**src/shared/lvrc_pkg.sv**
```systemverilog
// Package for the limit value relay control block: register map, fields,
// reset values and timing constants.
// Assumes a 200 MHz clock and a 32-bit APB register bus.
package lvrc_pkg;

  // ===========================================================
  // Timing
  localparam int unsigned CLK_HZ        = 200_000_000;
  localparam int unsigned SEC_TIME_S    = 1;
  localparam int unsigned SEC_CYCLES    = CLK_HZ * SEC_TIME_S;
  localparam logic [4:0]  PULSE_FRAC_W  = 5'h0A;

  // ===========================================================
  // Register byte offsets
  localparam logic [7:0] OFS_CTRL      = 8'h00;
  localparam logic [7:0] OFS_LIMITS    = 8'h04;
  localparam logic [7:0] OFS_RELAY1    = 8'h08;
  localparam logic [7:0] OFS_RELAY2    = 8'h0C;
  localparam logic [7:0] OFS_PURGE     = 8'h10;
  localparam logic [7:0] OFS_VOLUME    = 8'h14;
  localparam logic [7:0] OFS_RESULT    = 8'h18;
  localparam logic [7:0] OFS_STATUS    = 8'h1C;
  localparam logic [7:0] OFS_IRQ_STAT  = 8'h20;
  localparam logic [7:0] OFS_IRQ_MASK  = 8'h24;

  // ===========================================================
  // Field positions
  localparam int CTRL_MODE_LSB   = 0;   // [1:0] limit/two-point/range
  localparam int CTRL_SCALE_LSB  = 4;   // [6:4] meter scale select
  localparam int CTRL_VOLTRIG    = 8;   // volume triggered analysis
  localparam int CTRL_ANALYSE    = 9;   // write 1: request analysis
  localparam int RLY_FUNC_LSB    = 0;   // [1:0] duration/impulse/interval
  localparam int RLY_COUNT_LSB   = 4;   // [5:4] exceed count 1..3
  localparam int RLY_TIME_LSB    = 16;  // [28:16] time in seconds
  localparam int PURGE_BASE_LSB  = 0;   // [12:0] purge seconds
  localparam int PURGE_EXTRA_LSB = 16;  // [28:16] extra flush seconds

  // ===========================================================
  // Reset values
  localparam logic [1:0]  RST_MODE   = 2'h0;
  localparam logic [2:0]  RST_SCALE  = 3'h4;   // 100 l per pulse
  localparam logic [1:0]  RST_COUNT  = 2'h1;
  localparam logic [12:0] RST_PURGE  = 13'h0000;
  localparam logic [12:0] RST_EXTRA  = 13'h0000;
  localparam logic [12:0] MAX_TIME_S = 13'h1797; // 99 min 99 s = 6039 s

  // ===========================================================
  // Types
  typedef enum logic [1:0] {
    LVRC_MODE_LIMIT = 2'h0,
    LVRC_MODE_TWOPT = 2'h1,
    LVRC_MODE_RANGE = 2'h2
  } lvrc_mode_t;

  typedef enum logic [1:0] {
    LVRC_FN_DURATION = 2'h0,
    LVRC_FN_IMPULSE  = 2'h1,
    LVRC_FN_INTERVAL = 2'h2
  } lvrc_func_t;

  typedef struct packed {
    lvrc_func_t  func;
    logic [1:0]  count;
    logic [12:0] time_s;
  } lvrc_relay_cfg_t;

  typedef struct packed {
    logic        valid;
    logic        exceed;
    logic        below;
  } lvrc_cmp_t;

  // Litres per pulse, in tenths of a litre
  typedef logic [13:0] lvrc_dl_t;

endpackage

```
**src/lvrc_top.sv**
```systemverilog
// Limit value relay control: compares results with two thresholds, drives
// two limit relays, the indicator, purge valves and volume triggering.
// Assumes APB from software and result strobes from the analysis logic.
//
// Chosen here: register access over APB and the register offsets.
`timescale 1ns/1ps
`default_nettype none

// Functional notes
// - Above a threshold: indicator red and relay acts; otherwise green.
// - Limit mode: each relay follows its own threshold independently.
// - Two-point: upper relay on above second, off below first.
// - Two-point: lower relay still acts as plain first-threshold relay.
// - Range: relay one below first threshold, relay two above second.
// - Per relay duration, impulse or interval; time up to 99m99s.
// - Exceed count one to three, default one, one means immediate.
// - Count two: retry analysis at once, switch if it exceeds too.
// - Count three: three consecutive exceedances; re-arm after below.
// - Duration: relay held while exceeded, released when not.
// - Impulse: on for set time once; new pulse only after below.
// - Purge opens inlet and outlet together for purge seconds, default 0.
// - Analyses never start closer than the purge duration.
// - After an exceedance, purge is extended by extra flush time.
// - Meter pulses scaled by 1..1000 litres, default 100.
// - Volume mode: analysis starts when metered volume reaches target.
module lvrc_top
  import lvrc_pkg::*;
(
  input  wire logic        clock,
  input  wire logic        reset_n,
  input  wire logic        psel,
  input  wire logic        penable,
  input  wire logic        pwrite,
  input  wire logic [31:0] paddr,
  input  wire logic [31:0] pwdata,
  output logic [31:0]      prdata,
  output logic             pready,
  output logic             pslverr,
  input  wire logic        result_valid,
  input  wire logic [15:0] result_value,
  input  wire logic        meter_pulse_input,
  input  wire logic        analysis_busy,
  output logic             analysis_start,
  output logic             lower_limit_relay,
  output logic             upper_limit_relay,
  output logic             indicator_red,
  output logic             indicator_green,
  output logic             inlet_valve,
  output logic             outlet_valve,
  output logic             irq
);

  // ===========================================================
  // Register bus
  logic [1:0]  mode_q;
  logic [2:0]  scale_q;
  logic        voltrig_q;
  logic [15:0] first_threshold_q, second_threshold_q;
  lvrc_relay_cfg_t rly1_q, rly2_q;
  logic [12:0] purge_q, extra_q;
  logic [23:0] target_q;
  logic [15:0] last_result_q;
  logic [2:0]  irq_stat_q, irq_mask_q;
  logic        sw_start_q;

  wire acc = psel && penable;
  wire wr  = acc && pwrite;
  wire rd  = acc && !pwrite;
  wire [7:0] a = paddr[7:0];
  wire hit = (paddr[31:8] == 24'h0) && (a[1:0] == 2'h0) && (a <= OFS_IRQ_MASK);

  assign pready  = 1'b1;
  assign pslverr = acc && !hit;

  lvrc_relay_cfg_t w_rly;
  assign w_rly.func   = lvrc_func_t'(pwdata[RLY_FUNC_LSB +: 2]);
  assign w_rly.count  = pwdata[RLY_COUNT_LSB +: 2];
  assign w_rly.time_s = (pwdata[RLY_TIME_LSB +: 13] > MAX_TIME_S)
                        ? MAX_TIME_S : pwdata[RLY_TIME_LSB +: 13];

  always_ff @(posedge clock or negedge reset_n) begin
    if (!reset_n) begin
      mode_q             <= RST_MODE;
      scale_q            <= RST_SCALE;
      voltrig_q          <= 1'b0;
      first_threshold_q  <= 16'h0000;
      second_threshold_q <= 16'h0000;
      rly1_q             <= '{LVRC_FN_DURATION, RST_COUNT, 13'h0000};
      rly2_q             <= '{LVRC_FN_DURATION, RST_COUNT, 13'h0000};
      purge_q            <= RST_PURGE;
      extra_q            <= RST_EXTRA;
      target_q           <= 24'h000000;
      irq_mask_q         <= 3'h0;
    end else if (wr && hit) begin
      case (a)
        OFS_CTRL: begin
          mode_q    <= pwdata[CTRL_MODE_LSB +: 2];
          scale_q   <= pwdata[CTRL_SCALE_LSB +: 3];
          voltrig_q <= pwdata[CTRL_VOLTRIG];
        end
        OFS_LIMITS: begin
          first_threshold_q  <= pwdata[15:0];
          second_threshold_q <= pwdata[31:16];
        end
        OFS_RELAY1:   rly1_q     <= w_rly;
        OFS_RELAY2:   rly2_q     <= w_rly;
        OFS_PURGE: begin
          purge_q <= pwdata[PURGE_BASE_LSB +: 13];
          extra_q <= pwdata[PURGE_EXTRA_LSB +: 13];
        end
        OFS_VOLUME:   target_q   <= pwdata[23:0];
        OFS_IRQ_MASK: irq_mask_q <= pwdata[2:0];
        default: ;
      endcase
    end
  end

  // ===========================================================
  // Time base and meter pin
  logic [27:0] div_q;
  wire sec_tick = (div_q == 28'(SEC_CYCLES - 1));
  logic [1:0] wm_sync_q;
  logic       wm_last_q;
  wire wm_rise = wm_sync_q[1] && !wm_last_q;

  always_ff @(posedge clock or negedge reset_n) begin
    if (!reset_n) begin
      div_q     <= 28'h0000000;
      wm_sync_q <= 2'h0;
      wm_last_q <= 1'b0;
    end else begin
      div_q     <= sec_tick ? 28'h0000000 : div_q + 28'h0000001;
      wm_sync_q <= {wm_sync_q[0], meter_pulse_input};
      wm_last_q <= wm_sync_q[1];
    end
  end

  // ===========================================================
  // Comparison per channel
  wire above1 = result_value > first_threshold_q;
  wire above2 = result_value > second_threshold_q;
  wire low1   = result_value < first_threshold_q;
  lvrc_cmp_t cmp1, cmp2;
  wire rng = (mode_q == LVRC_MODE_RANGE);
  assign cmp1.valid  = result_valid;
  assign cmp1.exceed = rng ? low1 : above1;
  assign cmp1.below  = rng ? !low1 : !above1;
  assign cmp2.valid  = result_valid;
  assign cmp2.exceed = above2;
  assign cmp2.below  = !above2;

  logic on1, on2, retry1, retry2, trip1, trip2;
  lvrc_relay_ch u_ch1 (
    .clock     (clock),
    .reset_n   (reset_n),
    .cfg       (rly1_q),
    .cmp       (cmp1),
    .sec_tick  (sec_tick),
    .relay_on  (on1),
    .retry_req (retry1),
    .tripped   (trip1)
  );
  lvrc_relay_ch u_ch2 (
    .clock     (clock),
    .reset_n   (reset_n),
    .cfg       (rly2_q),
    .cmp       (cmp2),
    .sec_tick  (sec_tick),
    .relay_on  (on2),
    .retry_req (retry2),
    .tripped   (trip2)
  );

  // ===========================================================
  // Two-point hysteresis and outputs
  logic twopt_q, red_q;
  always_ff @(posedge clock or negedge reset_n) begin
    if (!reset_n) begin
      twopt_q       <= 1'b0;
      red_q         <= 1'b0;
      last_result_q <= 16'h0000;
    end else if (result_valid) begin
      last_result_q <= result_value;
      if (above2) twopt_q <= 1'b1;
      else if (low1) twopt_q <= 1'b0;
      red_q <= cmp1.exceed || cmp2.exceed;
    end
  end

  assign lower_limit_relay = on1;
  assign upper_limit_relay = (mode_q == LVRC_MODE_TWOPT) ? twopt_q : on2;
  assign indicator_red     = red_q;
  assign indicator_green   = !red_q;

  // ===========================================================
  // Purge and analysis sequencing
  typedef enum logic [2:0] {
    ST_IDLE  = 3'b001,
    ST_PURGE = 3'b010,
    ST_ANAL  = 3'b100
  } lvrc_state_t;
  lvrc_state_t st_q, st_d;
  logic [13:0] ptmr_q, ptmr_d;
  logic        flush_due_q, retry_q;
  logic [27:0] vol_q;
  wire vol_hit = voltrig_q && (target_q != 24'h0)
                 && (vol_q >= 28'(target_q) * 28'(PULSE_FRAC_W));
  lvrc_dl_t dl;
  always_comb begin
    case (scale_q)
      3'h0: dl = 14'h000A;
      3'h1: dl = 14'h0019;
      3'h2: dl = 14'h0032;
      3'h3: dl = 14'h0064;
      3'h4: dl = 14'h03E8;
      3'h5: dl = 14'h1388;
      3'h6: dl = 14'h2710;
      default: dl = 14'h03E8;
    endcase
  end
  wire trig = sw_start_q || retry_q || vol_hit;

  always_comb begin
    st_d   = st_q;
    ptmr_d = ptmr_q;
    case (st_q)
      ST_IDLE: if (trig) begin
        st_d   = ST_PURGE;
        ptmr_d = {1'b0, purge_q} + (flush_due_q ? {1'b0, extra_q} : 14'h0);
      end
      ST_PURGE: begin
        if (ptmr_q == 14'h0 && analysis_busy) st_d = ST_ANAL;
        else if (ptmr_q != 14'h0 && sec_tick) ptmr_d = ptmr_q - 14'h0001;
      end
      ST_ANAL: if (result_valid) st_d = ST_IDLE;
      default: st_d = ST_IDLE;
    endcase
  end

  always_ff @(posedge clock or negedge reset_n) begin
    if (!reset_n) begin
      st_q        <= ST_IDLE;
      ptmr_q      <= 14'h0000;
      flush_due_q <= 1'b0;
      retry_q     <= 1'b0;
      sw_start_q  <= 1'b0;
      vol_q       <= 28'h0000000;
    end else begin
      st_q   <= st_d;
      ptmr_q <= ptmr_d;
      if (trip1 || trip2) flush_due_q <= 1'b1;
      else if (st_q == ST_IDLE && trig) flush_due_q <= 1'b0;
      if (retry1 || retry2) retry_q <= 1'b1;
      else if (st_q == ST_IDLE) retry_q <= 1'b0;
      if (wr && a == OFS_CTRL && pwdata[CTRL_ANALYSE]) sw_start_q <= 1'b1;
      else if (st_q == ST_IDLE) sw_start_q <= 1'b0;
      if (st_q == ST_IDLE && vol_hit) vol_q <= 28'h0000000;
      else if (wm_rise) vol_q <= vol_q + 28'(dl);
    end
  end

  assign inlet_valve    = (st_q == ST_PURGE) && (ptmr_q != 14'h0);
  assign outlet_valve   = (st_q == ST_PURGE) && (ptmr_q != 14'h0);
  assign analysis_start = (st_q == ST_PURGE) && (ptmr_q == 14'h0);

  // ===========================================================
  // Interrupts: result, relay one trip, relay two trip
  wire [2:0] ev = {trip2, trip1, result_valid};
  wire stat_rd = rd && a == OFS_IRQ_STAT;
  always_ff @(posedge clock or negedge reset_n) begin
    if (!reset_n) irq_stat_q <= 3'h0;
    else irq_stat_q <= (stat_rd ? 3'h0 : irq_stat_q) | ev;
  end
  assign irq = |(irq_stat_q & irq_mask_q);

  always_comb begin
    prdata = 32'h00000000;
    case (a)
      OFS_CTRL:     prdata = {22'h0, 1'b0, voltrig_q, 1'b0, scale_q,
                              2'h0, mode_q};
      OFS_LIMITS:   prdata = {second_threshold_q, first_threshold_q};
      OFS_RELAY1:   prdata = {3'h0, rly1_q.time_s, 10'h0, rly1_q.count,
                              2'h0, rly1_q.func};
      OFS_RELAY2:   prdata = {3'h0, rly2_q.time_s, 10'h0, rly2_q.count,
                              2'h0, rly2_q.func};
      OFS_PURGE:    prdata = {3'h0, extra_q, 3'h0, purge_q};
      OFS_VOLUME:   prdata = {8'h0, target_q};
      OFS_RESULT:   prdata = {16'h0, last_result_q};
      OFS_STATUS:   prdata = {24'h0, st_q, red_q, upper_limit_relay, on1,
                              flush_due_q, retry_q};
      OFS_IRQ_STAT: prdata = {29'h0, irq_stat_q};
      OFS_IRQ_MASK: prdata = {29'h0, irq_mask_q};
      default:      prdata = 32'h00000000;
    endcase
  end

endmodule // lvrc_top
`default_nettype wire

```
**src/lvrc_relay_ch.sv**
```systemverilog
// One limit relay channel: exceed counting and switching function.
// Assumes the result strobe and one-second tick come from the same clock.
`timescale 1ns/1ps
`default_nettype none
module lvrc_relay_ch
  import lvrc_pkg::*;
(
  input  wire logic            clock,
  input  wire logic            reset_n,
  input  wire lvrc_relay_cfg_t cfg,
  input  wire lvrc_cmp_t       cmp,
  input  wire logic            sec_tick,
  output logic                 relay_on,
  output logic                 retry_req,
  output logic                 tripped
);

  logic [1:0]  hits_q, hits_d;
  logic        armed_q, armed_d;
  logic        act_q, act_d;
  logic        phase_q, phase_d;
  logic [12:0] tmr_q, tmr_d;
  logic [1:0]  need;
  logic        fire;

  assign need = (cfg.count == 2'h0) ? 2'h1 : cfg.count;
  assign fire = cmp.valid && cmp.exceed && armed_q
                && ((hits_q + 2'h1) >= need);

  always_comb begin
    hits_d  = hits_q;
    armed_d = armed_q;
    act_d   = act_q;
    phase_d = phase_q;
    tmr_d   = tmr_q;
    if (cmp.valid && cmp.below) begin
      hits_d  = 2'h0;
      armed_d = 1'b1;
    end else if (cmp.valid && cmp.exceed && armed_q) begin
      hits_d = (hits_q + 2'h1 >= need) ? 2'h0 : hits_q + 2'h1;
    end
    if (fire) begin
      armed_d = 1'b0;
      act_d   = 1'b1;
      phase_d = 1'b1;
      tmr_d   = cfg.time_s;
    end
    case (cfg.func)
      LVRC_FN_DURATION: begin
        if (cmp.valid && cmp.below) act_d = 1'b0;
      end
      LVRC_FN_IMPULSE: begin
        if (act_q && sec_tick && !fire) begin
          if (tmr_q <= 13'h0001) act_d = 1'b0;
          else tmr_d = tmr_q - 13'h0001;
        end
        if (act_q && tmr_q == 13'h0000 && !fire) act_d = 1'b0;
      end
      LVRC_FN_INTERVAL: begin
        if (cmp.valid && cmp.below) act_d = 1'b0;
        else if (act_q && sec_tick && !fire) begin
          if (tmr_q <= 13'h0001) begin
            phase_d = ~phase_q;
            tmr_d   = cfg.time_s;
          end else begin
            tmr_d = tmr_q - 13'h0001;
          end
        end
      end
      default: act_d = 1'b0;
    endcase
  end

  always_ff @(posedge clock or negedge reset_n) begin
    if (!reset_n) begin
      hits_q  <= 2'h0;
      armed_q <= 1'b1;
      act_q   <= 1'b0;
      phase_q <= 1'b0;
      tmr_q   <= 13'h0000;
    end else begin
      hits_q  <= hits_d;
      armed_q <= armed_d;
      act_q   <= act_d;
      phase_q <= phase_d;
      tmr_q   <= tmr_d;
    end
  end

  // Retry asked when an exceedance did not yet reach the count
  assign retry_req = cmp.valid && cmp.exceed && armed_q && !fire;
  assign relay_on  = act_q && ((cfg.func != LVRC_FN_INTERVAL) || phase_q);
  assign tripped   = fire;

endmodule // lvrc_relay_ch
`default_nettype wire

```
**config.mk**
```make
export PLATFORM = sky130hd
export DESIGN_NAME = lvrc_top
export DESIGN_NICKNAME = d
export VERILOG_FILES = /design/src/shared/lvrc_pkg.sv /design/src/lvrc_top.sv /design/src/lvrc_relay_ch.sv
export SDC_FILE = /design/constraint.sdc
export NUM_CORES = 1
export LEC_CHECK = 0
export BUFFER_PORTS_ARGS = -buffer_cell sky130_fd_sc_hd__buf_4
export CORE_MARGIN = 5
export CORE_UTILIZATION = 60
export CTS_CLUSTER_DIAMETER = 30
export DETAILED_ROUTE_END_ITERATION = 8
export PLACE_DENSITY = 0.86
export SETUP_SLACK_MARGIN = 0.02
export SYNTH_ARGS = -nofsm -noshare
export SYNTH_HDL_FRONTEND = slang
export SYNTH_SLANG_ARGS = --single-unit
```
**constraint.sdc**
```tcl
create_clock -name clock -period 12.6 [get_ports clock]
set_input_delay 2.52 -clock clock [delete_from_list [all_inputs] [get_ports clock]]
set_output_delay 2.52 -clock clock [all_outputs]
set_load 0.02 [all_outputs]
```
Yosys cells after proc, flatten, opt, wreduce, memory -nomap -nowiden. Cells that the tools add are included.

Flip-flop bits (word level): 261. Output and inout port bits: 42. Logic and storage cells: 257.

Eq/ne operators: 31. $mul: 1. Bitwise operators: 4. Multiplexer cells: 74. $add $sub $neg: 8. Reductions and logical operators: 91. $lt $le $gt $ge: 10.

Operators with widths (count): $pmux 32 s10 (1); $mux 13 (14); $mux 28 (3); $pmux 14 s6 (1); $pmux 13 s2 (2); $mux 14 (3); $logic_and 1x1->1 (39); $mux 1 (34); $eq 8x5->1 const B (4); $gt 16x16->1 (2); $add 28x1->28 const B (1); $add 28x14->28 (1); $eq 28x28->1 const B (1); $ge 28x28->1 (1); $pmux 14 s2 (1); $mul 24x3->27 const B (1); $le 13x1->1 const B (2); $logic_not 13->1 (2); $sub 13x1->13 const B (2); $logic_not 24->1 (1); $reduce_bool 24->1 (1); $reduce_bool 2->1 (10); $eq 8x4->1 const B (2); $eq 8x6->1 const B (2); 33 further kinds (88).

Longest topological paths before layout.
Depth after elaboration: 10. Gate-level depth with buffers: 23. Depth with buffers taken out: 22.

Modules after synthesis. Synthesis repeated with hierarchy kept, for this count alone.

Cell total of the unflattened synthesis: 1842. Area, all modules: 17594.4 um^2.

Modules (own cells, without submodules): lvrc_top (area an instance 14139.8 um^2, seq. area each 5635.4 um^2, instances 1, cells each 1442); lvrc_relay_ch at u_ch2 (area an instance 1770.4 um^2, seq. area each 451.7 um^2, instances 1, cells each 201); lvrc_relay_ch at u_ch1 (area an instance 1684.1 um^2, seq. area each 451.7 um^2, instances 1, cells each 199).

Worst setup path before layout. OpenSTA, ideal clock, no wires.

Path kind: input-to-output. Start point: input paddr[5]. End point: output prdata[1]. Arrival: 4.301 ns. Path buffers: 2. Cell stages on the path: 6. Setup slack: 5.779 ns. Cells stage by stage: or4b_2 > clkbuf_1 > nor2_1 > clkbuf_1 > a22oi_1 > nand4_1.

Word-level cells in the longest chain between the ends: 2. Elaborated cells between the ends (all ways): 11. Classes of those cells: eq/ne: 9; mux: 1; reduce/logical: 1.

RTL lines: from (decl) (line lvrc_top.sv:34) `input wire logic [31:0] paddr,`; $eq 8x6->1 (tied with other cells) (line lvrc_top.sv:278) `case (a)`; $pmux 32 s10 * (line lvrc_top.sv:278); to (decl) (line lvrc_top.sv:36) `output logic [31:0] prdata,`.

Mark *: on every way between the ends. The rest lies on a longest branch, timed or not.

Final worst setup path. Same ends and word-level chain as after synthesis.

==> results.yml <==
outcome:
  status: "complete, but fails checks"
  violations: "design-rule violations"
logic_synthesis:
  synth_edf_count: 0
  syn_area_um2: 17300
  async_flop_share: 1.00
  syn-num-nets: 2157
  avgSynthCellArea_um2: 9.01
  syn_inst: 1919
  synthDistinctLibCells: 81
  synth_warnings: 0
  ys.flop_type: "dfrtp_1"
  ys_ff_latch: 261
  ys_seq_area_frac: 0.378
detailed_routing:
  firstDrtPassIters: 9
  ant_nets: 0
  vias: 16600
  drt-total-wl_mm: 56.6
  drc: 10
  wl_per_cell_um: 22.7
  via_per_inst: 6.67
  drtIter0Drc: 2084
pwr:
  switching_share: 0.269
  powerDensity_nw_per_um2: 131
  power_frac_comb: 0.091
  p_leak_uw: 0.0101
  clockPowerShare: 0.573
  power_frac_seq: 0.336
  p_int_uw: 1970
  power_switching_uw: 724
  vdd_drop_max_mv: 0.110
clock_tree:
  clockBufferDepth: 3
  clock_tree.root_cell: "clkbuf_16"
  htree_levels: 2
  clock_latency_ps: 600
  cts_tree: "yes"
  ctsHoldBuffers: 0
  cts.sinks: 261
  clk_pin_slew_worst_paths_ps: 50
  ctsResizeCount: 0
  post_cts_buffers: 0
  numCtsBuffers: 59
timing:
  fin_setup_tns_ps: 0
  layout_setup_ws_ps: 4790
  hold_viol_final: 0
  min_period_over_period: 0.620
  fmax_mhz: 128
  rsz0062_at_grt: "no"
  relSlewSlack: 0.0795
  fin_worst_skew_ps: 25.6
  slew_viol_final: 0
  tightest_slew_ps: 1380
  min_period_ps: 7810
  setup_viol: 0
critical_path:
  worstPathMaxFanout: 26
  critPathLaunchType: "input port"
  crit_path_end_kind: "output pin"
  critPathKind: "input port to output pin"
  crit_arrival_ps: 5290
  required_ps: 10080
final_layout:
  drive_gt1_frac: 0.170
  final_cell_count_no_fill: 2490
  area.sequential_um2: 6540
  final_common_cell: "dfrtp_1"
  fillCellCount: 1972
  fin_area_um2: 20600
  multi_input_area_um2: 10100
  final_cell_mix: "dfrtp_1 (255), nand2_1 (225), nor2_1 (157), ha_1 (147), o21ai_0 (146)"
  area_growth_pct: 19.4
  final_util: 0.723
  final_nets: 2292
floorplan:
  fp.dieH_um: 180
  core_um2: 28500
  rows: 62
  start_util: 0.605
  die_area_um2: 32300
  io_pins: 130
  die-width_um: 180
placement:
  post-place-cells: 2377
  dpl.hpwl_mm: 39.0
  place_worst_setup_slack_ps: 4950
  placed_area_um2: 18600
  gp_congestion: 0.978
  port_buffers: 128
global_route:
  gr-total-overflow: 0
  grt_pass1_wl_mm: 89.0
  grt_max_degree: 163
  grtUsageTotal: 0.337
  antenna_found_initial: 1
  grt_pass1_vias: 16600
run:
  drv_cap: 0
min_path:
  hp-class: "flop to flop"
## sequential cells by signal (all words and copies together) (netlist names), 13 cells and up
name,cells
extra_q,13
purge_q,13
first_threshold_q,16
u_ch1.tmr_q,13
u_ch2.tmr_q,13
last_result_q,16
ptmr_q,14
rly2_q,17
target_q,24
second_threshold_q,16
div_q,28
vol_q,28
rly1_q,17
## routing by layer
metal  vias up  GRT usage  routed length [µm]
met2      1105      0.527               25300
met4         0      0.205                4220
li1       7239          -                   -
met1      7941      0.416               20700
met3       325     0.0962                6330
met5         -          0                   0
## layout make-up
| class | count | area share |
|---|---|---|
| diodes | 1 | 0.000121 |
| clock buffers | 68 | 0.0756 |
| clock inverters | 44 | 0.0223 |
| inverters | 96 | 0.0175 |
| multi-input cells | 1493 | 0.491 |
| flip-flops and latches | 261 | 0.317 |
| well taps | 384 | 0.0233 |
| repair buffers | 143 | 0.0530 |
## cells in the mapped netlist (11+ instances only)
cell type | count | area [µm²]
a21oi_1 | 125 | 626
nand3_1 | 55 | 275
nor2_1 | 160 | 601
ha_1 | 147 | 1840
xor2_1 | 50 | 438
and2_1 | 21 | 131
o21ai_0 | 146 | 731
or3_1 | 17 | 106
and3_1 | 13 | 81.3
o22ai_1 | 11 | 68.8
nand4_1 | 32 | 200
a21o_1 | 22 | 165
mux2_2 | 74 | 833
nand2b_1 | 16 | 100
nor2b_1 | 19 | 119
a211oi_1 | 13 | 97.6
nor4_1 | 24 | 150
a222oi_1 | 15 | 150
inv_1 | 96 | 360
o211ai_1 | 13 | 97.6
xnor2_1 | 51 | 447
a22oi_1 | 52 | 390
nand2_1 | 225 | 845
clkbuf_1 | 55 | 206
mux2i_1 | 22 | 220
dfrtp_1 | 255 | 6380
nor3_1 | 34 | 170
## logic make-up (layout without fill, tap and decap cells)
kind of cell / after synthesis / in the layout / share of synthesized area
simple gates: 655 / 655 / 0.180
compound gates: 489 / 489 / 0.180
flops: 261 / 261 / 0.378
buf+inv: 165 / 351 / 0.0380
fa+ha+maj: 150 / 150 / 0.110
xor+xnor: 101 / 101 / 0.0512
mux: 97 / 97 / 0.0618
other cells: 1 / 2 / 0.000217
## stage by stage
stage	hold WS, ps	total power, µW
final	377	2690
after global routing	386	2770
after CTS	381	2690
after detailed placement	353	1150
after global placement	336	1140
after floorplan	331	1050
## worst max-delay path: stages
cell and delay (ps):
buf_4 120, or4b_2 830, nor2_2 1080, a22oi_1 280
nand4_1 260, buf_4 180
## path summary, 6_finish.rpt
kind / startpoint / end / slack [ps] / cells after the start
min reg2reg: wm_sync_q[0] / wm_sync_q[1] / 380 / 0
min in group asynchronous: reset_n / vol_q[18] / 1940 / 1
max reg2reg: target_q[1] / ptmr_q[10] / 6230 / 21
max: paddr[5] / prdata[1] / 4790 / 6
max in group asynchronous: reset_n / second_threshold_q[0] / 9260 / 2
min: wm_sync_q[0] / wm_sync_q[1] / 380 / 0
## power by group through the flow
| stage | clock network (µW) | registers [µW] | logic, µW |
|---|---|---|---|
| global placement | 0 | 914 | 224 |
| finish | 1540 | 905 | 246 |
| detailed placement | 0 | 915 | 235 |
| global route | 1590 | 907 | 273 |
| floorplan | 0 | 902 | 150 |
| CTS | 1550 | 903 | 241 |
(Power assumes the default switching activity.)
